===== src/hw/bts_cfg.svh =====
`ifndef BTS_CFG_SVH
`define BTS_CFG_SVH

// instruction word layout
`define BTS_WORD_W     12
`define BTS_OPC_MSB    11
`define BTS_OPC_LSB    8
`define BTS_BIT_MSB    7
`define BTS_BIT_LSB    5
`define BTS_FADR_MSB   4
`define BTS_FADR_LSB   0

// opcodes of the two bit tests
`define BTS_OPC_CLR    4'h6
`define BTS_OPC_SET    4'h7

// no-operation word substituted for a dropped prefetch
`define BTS_NOP_WORD   12'h000

`endif


===== src/hw/bts_pkg.sv =====
`include "bts_cfg.svh"

package bts_pkg;

   typedef logic [`BTS_WORD_W-1:0]                 bts_word_t;
   typedef logic [`BTS_BIT_MSB-`BTS_BIT_LSB:0]     bts_bit_t;
   typedef logic [`BTS_FADR_MSB-`BTS_FADR_LSB:0]   bts_faddr_t;
   typedef logic [`BTS_OPC_MSB-`BTS_OPC_LSB:0]     bts_opc_t;

   typedef enum logic {
      ST_RUN,
      ST_SQUASH
   } bts_state_e;

   function automatic bts_opc_t bts_opcode(input bts_word_t w);
      return w[`BTS_OPC_MSB:`BTS_OPC_LSB];
   endfunction

endpackage


===== src/hw/bts_dec_if.sv =====
`timescale 1ns/1ps

interface bts_dec_if;
   import bts_pkg::*;

   bts_word_t  word;
   logic       is_clr;
   logic       is_set;
   bts_bit_t   bit_sel;
   bts_faddr_t faddr;

   modport dec (
      input  word,
      output is_clr,
      output is_set,
      output bit_sel,
      output faddr
   );

   modport usr (
      output word,
      input  is_clr,
      input  is_set,
      input  bit_sel,
      input  faddr
   );
endinterface


===== src/hw/bts_decode.sv =====
`timescale 1ns/1ps
`include "bts_cfg.svh"

module bts_decode (
   // decoded instruction
   bts_dec_if.dec dec
);
   import bts_pkg::*;

   always_comb begin
      dec.is_clr  = (bts_opcode(dec.word) == `BTS_OPC_CLR);
      dec.is_set  = (bts_opcode(dec.word) == `BTS_OPC_SET);
      dec.bit_sel = dec.word[`BTS_BIT_MSB:`BTS_BIT_LSB];
      dec.faddr   = dec.word[`BTS_FADR_MSB:`BTS_FADR_LSB];
   end

endmodule


===== src/hw/bts_exec.sv =====
`timescale 1ns/1ps
`include "bts_cfg.svh"

module bts_exec (
   // clock and reset
   input  wire logic               clk_sys,
   input  wire logic               rstn,
   // fetch side: prefetched word offered to execute
   input  wire bts_pkg::bts_word_t fetch_word,
   input  wire logic               fetch_valid,
   // file register read port
   output bts_pkg::bts_faddr_t     rf_addr,
   input  wire logic [7:0]         rf_rdata,
   // execute stage
   output bts_pkg::bts_word_t      exec_word,
   output logic                    exec_valid,
   output logic                    exec_squashed,
   output logic                    bit_test_active,
   output logic                    skip_taken,
   output logic                    flag_write_block
);
   import bts_pkg::*;

   ////////////////////////////////////////////////////////////////////////////
   // decode of the executing word

   bts_dec_if dif ();

   bts_decode u_decode (
      .dec (dif.dec)
   );

   bts_word_t  exec_word_r;
   bts_word_t  exec_word_nxt;
   logic       exec_valid_r;
   logic       exec_valid_nxt;
   logic       exec_squashed_r;
   logic       exec_squashed_nxt;
   bts_state_e state_r;
   bts_state_e state_nxt;
   logic       tested_bit;
   logic       take_skip;

   assign dif.word = exec_word_r;

   ////////////////////////////////////////////////////////////////////////////
   // test of the selected bit

   // the file read is combinational so the test resolves in the execute cycle
   always_comb begin
      tested_bit = rf_rdata[dif.bit_sel];
      take_skip  = 1'b0;
      if (exec_valid_r) begin
         if (dif.is_clr && !tested_bit) begin
            take_skip = 1'b1;
         end
         if (dif.is_set && tested_bit) begin
            take_skip = 1'b1;
         end
      end
   end

   ////////////////////////////////////////////////////////////////////////////
   // execute stage and squash state

   // a skip taken while no prefetch is offered waits in ST_SQUASH, so the
   // next word that arrives is still the one dropped
   always_comb begin
      state_nxt         = state_r;
      exec_word_nxt     = exec_word_r;
      exec_valid_nxt    = 1'b0;
      exec_squashed_nxt = 1'b0;
      unique case (state_r)
         ST_RUN: begin
            if (fetch_valid) begin
               exec_valid_nxt = 1'b1;
               if (take_skip) begin
                  exec_word_nxt     = `BTS_NOP_WORD;
                  exec_squashed_nxt = 1'b1;
               end else begin
                  exec_word_nxt = fetch_word;
               end
            end else if (take_skip) begin
               state_nxt = ST_SQUASH;
            end
         end
         ST_SQUASH: begin
            if (fetch_valid) begin
               exec_valid_nxt    = 1'b1;
               exec_word_nxt     = `BTS_NOP_WORD;
               exec_squashed_nxt = 1'b1;
               state_nxt         = ST_RUN;
            end
         end
      endcase
   end

   always_ff @(posedge clk_sys or negedge rstn) begin
      if (!rstn) begin
         state_r         <= ST_RUN;
         exec_word_r     <= `BTS_NOP_WORD;
         exec_valid_r    <= 1'b0;
         exec_squashed_r <= 1'b0;
      end else begin
         state_r         <= state_nxt;
         exec_word_r     <= exec_word_nxt;
         exec_valid_r    <= exec_valid_nxt;
         exec_squashed_r <= exec_squashed_nxt;
      end
   end

   ////////////////////////////////////////////////////////////////////////////
   // outputs

   // the test only reads the file: no write strobe or flag update may follow
   assign rf_addr          = dif.faddr;
   assign exec_word        = exec_word_r;
   assign exec_valid       = exec_valid_r;
   assign exec_squashed    = exec_squashed_r;
   assign bit_test_active  = exec_valid_r && (dif.is_clr || dif.is_set);
   assign flag_write_block = bit_test_active;
   assign skip_taken       = take_skip;
endmodule


===== config.mk =====
export PLATFORM = sky130hd
export DESIGN_NAME = bts_exec
export DESIGN_NICKNAME = d
export VERILOG_FILES = /design/src/hw/bts_pkg.sv /design/src/hw/bts_dec_if.sv /design/src/hw/bts_decode.sv /design/src/hw/bts_exec.sv
export VERILOG_INCLUDE_DIRS = /design/src /design/src/hw
export SDC_FILE = /design/constraint.sdc
export NUM_CORES = 1
export LEC_CHECK = 0
export ABC_AREA = 1
export BUFFER_PORTS_ARGS = -buffer_cell sky130_fd_sc_hd__buf_2
export CAP_MARGIN = 10
export CORE_UTILIZATION = 35
export CTS_BUF_LIST = sky130_fd_sc_hd__clkbuf_16
export DETAILED_ROUTE_END_ITERATION = 7
export PLACE_DENSITY = 0.65
export SETUP_SLACK_MARGIN = 0.05
export SLEW_MARGIN = 20
export SYNTH_ARGS = -nofsm -noshare
export SYNTH_HDL_FRONTEND = slang
export SYNTH_SLANG_ARGS = --single-unit

===== constraint.sdc =====
create_clock -name clk_sys -period 1.7 [get_ports clk_sys]
set_input_delay 0 -clock clk_sys [delete_from_list [all_inputs] [get_ports clk_sys]]
set_output_delay 0 -clock clk_sys [all_outputs]
set_load 0.01 [all_outputs]

==> flow_summary_export.csv <==
group,metric,value,unit
placed_design,gp_congestion,0.757,
power_and_ir_drop,power_density,1150,mW/mm^2
sta,whs,4.04,ps
clocking,insertion_delay,240,ps
critical_path,startpoint,"exec_word[5]$_DFFE_PN0P_",
placed_design,pre_cts_ws,178,ps
floorplanning,ioPinCount,45,
critical_path,reg2reg_from,"exec_word[5]$_DFFE_PN0P_",
sta,hold_viol,0,
floorplanning,die_area,0.00254,sq mm
critical_path,r2r-end,"exec_word[1]$_DFFE_PN0P_",
sta,max_freq,703,MHz
clocking,numCtsBuffers,3,
floorplanning,die_w,50.4,um
clocking,tritoncts,"done",
yosys,synth.avg_cell_area,8.03,sq um
layout,nets,166,
layout,regArea,375,sq um
routing,wl,1.65,mm
power_and_ir_drop,p_int,877,uW
critical_path,reg2reg_depth,8,
layout,area_growth_syn_to_layout,35.0,%
clocking,cts.path.max_buffers,2,
critical_path,critical_path_class,"reg -> out",
power_and_ir_drop,ir_drop,0.683,mV
sta,rsz0062_at_grt,"false",
min_path,hold_start,"fetch_word[10]",
global_route,grt_start_max_net_pins,26,
layout,final_cell_mix,"buf_2, nand2_1, inv_1, dfrtp_1, a21oi_1",
clocking,root_buffer,"clkbuf_16",
global_route,grt_pass1_vias,676,
layout,fillers,236,
power_and_ir_drop,pwr-share-comb,28.8,%
yosys,synth_cell_types,19,
layout,final_common_cell,"buf_2",
floorplanning,coreArea,0.00221,sq mm
yosys,syn-num-nets,125,
critical_path,crit_path_start_kind,"register",
sta,fin_crit_sh,83.7,%
critical_path,critPathRequiredTime,1700,ps
routing,wire_per_inst,9.71,um
placed_design,io_buffers,44,
layout,antenna_cells,0,
critical_path,r2r_setup_slack,300,ps
global_route,antenna_found_initial,0,
clocking,htree_levels,1,
power_and_ir_drop,seq_power_share,36.1,%
critical_path,crit_arrival,1420,ps
sta,tns,0,ps
yosys,synth-seq-cells,15,
sta,min_period,1420,ps
power_and_ir_drop,p_leak,0.000639,uW
routing,drt_iter0_markers,4,
placed_design,hpwl,1.30,mm
placed_design,place_area,0.00101,sq mm
yosys,ys.warnings.count,0,
clocking,cts.sink_count,15,
routing,firstDrtPassIters,3,
yosys,synth_cells,102,
sta,fin_worst_skew,3.60,ps
outcome,status,"finished clean",
global_route,grt_usage,15.0,%
min_path,min_to,"exec_word[10]$_DFFE_PN0P_",
layout,multi_input_area,319,sq um
power_and_ir_drop,switchingPower,398,uW
sta,timing.final.ws_setup,278,ps
power_and_ir_drop,swShare,31.2,%
routing,drc_errors,0,
routing,ant_nets,0,
global_route,grt_overflow,0,
routing,avgViaCountPerCell,4.37,
sta,slew-limit-headroom,73.0,%
layout,drive_gt1_share,43.7,%
clocking,clkTransAtPathRegs,50,ps
floorplanning,die_h,50.4,um
sta,setup_viol,0,
sta,final_max_slew_viol_count,0,
min_path,hold_depth,3,
sta,worst_slew_pin_slew,404,ps
global_route,grt_pass1_wl,2.87,mm
floorplanning,rows,17,
routing,num_vias,743,
yosys,yosysSeqAreaShare,45.8,%
layout,stdcell_area,0.00111,sq mm
floorplanning,initial_core_util,37.0,%
flow_run,maxCapViolCount,0,
critical_path,crit_path_end_kind,"output port",
min_path,hold_path_class,"in -> reg",
critical_path,crit_fanout,6,
power_and_ir_drop,p_clk_share,35.1,%
yosys,synth_area,820,sq um
[cell type report]
class,instances,share of cell area (%)
well taps,28,3.17
clock inverters,1,0.452
flip-flops and latches,15,33.9
multi-input cells,61,28.8
clock buffers,3,6.79
inverters,17,6.00
repair buffers,45,20.8
[power groups by stage]
stage,registers (uW),clock network (uW),logic [uW]
6_report,460,448,367
3_5_place_dp,466,0,364
3_3_place_gp,464,0,358
4_1_cts,461,459,368
5_1_grt,470,478,416
2_1_floorplan,490,0,238
[worst max-delay path, stage by stage, from the launching register on]
cell	delay, ps
dfrtp_1	430
inv_2	120
nand2_1	60
nand3_1	80
nand3_2	80
nand3_1	110
nand3_2	110
inv_1	70
buf_2	120
[cells by family (layout without fill, tap and decap cells)]
family | Yosys count | in the layout | share of synthesized area [%]
AND/OR/NAND/NOR | 44 | 44 | 25.5
buffers and inverters | 26 | 66 | 16.5
AO/OA/AOI/OAI | 17 | 17 | 12.2
flip-flops | 15 | 15 | 45.8
[stage by stage]
step / std cells / total power [uW] / utilization, %
after floorplan: 102 / 728 / -
after global placement: 165 / 821 / 45.5
after detailed placement: 165 / 830 / 45.5
after CTS: 170 / 1290 / 49.5
after global routing: 170 / 1360 / 50.0
final: 170 / 1280 / 50.0
[registers in the layout (all words and copies together) (netlist names)]
signal / count
exec_squashed: 1
exec_valid: 1
exec_word: 12
state_r: 1
[how the worst max path moves through the flow]
| stage | end | slack, ps | depth (start not counted) |
|---|---|---|---|
| 3_5_place_dp | exec_word[1]$_DFFE_PN0P_ | 180 | 6 |
| 6_report | skip_taken | 280 | 8 |
| 3_3_place_gp | exec_word[7]$_DFFE_PN0P_ | 260 | 8 |
| 4_1_cts | exec_word[1]$_DFFE_PN0P_ | 150 | 6 |
| 5_1_grt | skip_taken | 140 | 8 |
| 2_1_floorplan | exec_word[5]$_DFFE_PN0P_ | 350 | 7 |
[timing repair]
action	4_1_cts	5_1_grt
setup endpoints to repair	0	7
hold buffers	1	0
hold endpoints to repair	15	0
gates resized for setup	0	2
setup buffers	0	0
[cell usage after synthesis (all sizes together)]
cell type / number / share of area (%)
and2: 1 / 0.76
a21oi: 10 / 6.1
inv: 17 / 8.1
nor2: 7 / 3.8
clkbuf: 1 / 0.46
nand3: 8 / 7.3
nand2: 27 / 13
buf: 7 / 6.9
dfrtp: 15 / 46
nor3b: 1 / 0.92
dlygate4sd1: 1 / 1.1
o21ai: 7 / 6.1
[layer usage]
metal / wire length [um] / part of all wire, % / global-route usage, % / vias up
li1: - / - / - / 389
met1: 745 / 45 / 18.5 / 332
met2: 794 / 48 / 24.4 / 20
met3: 101 / 6.1 / 3.94 / 2
met4: 10 / 0.61 / 6.94 / 0
met5: 0 / 0 / 0 / -
Power figures use the tool's default switching activity.
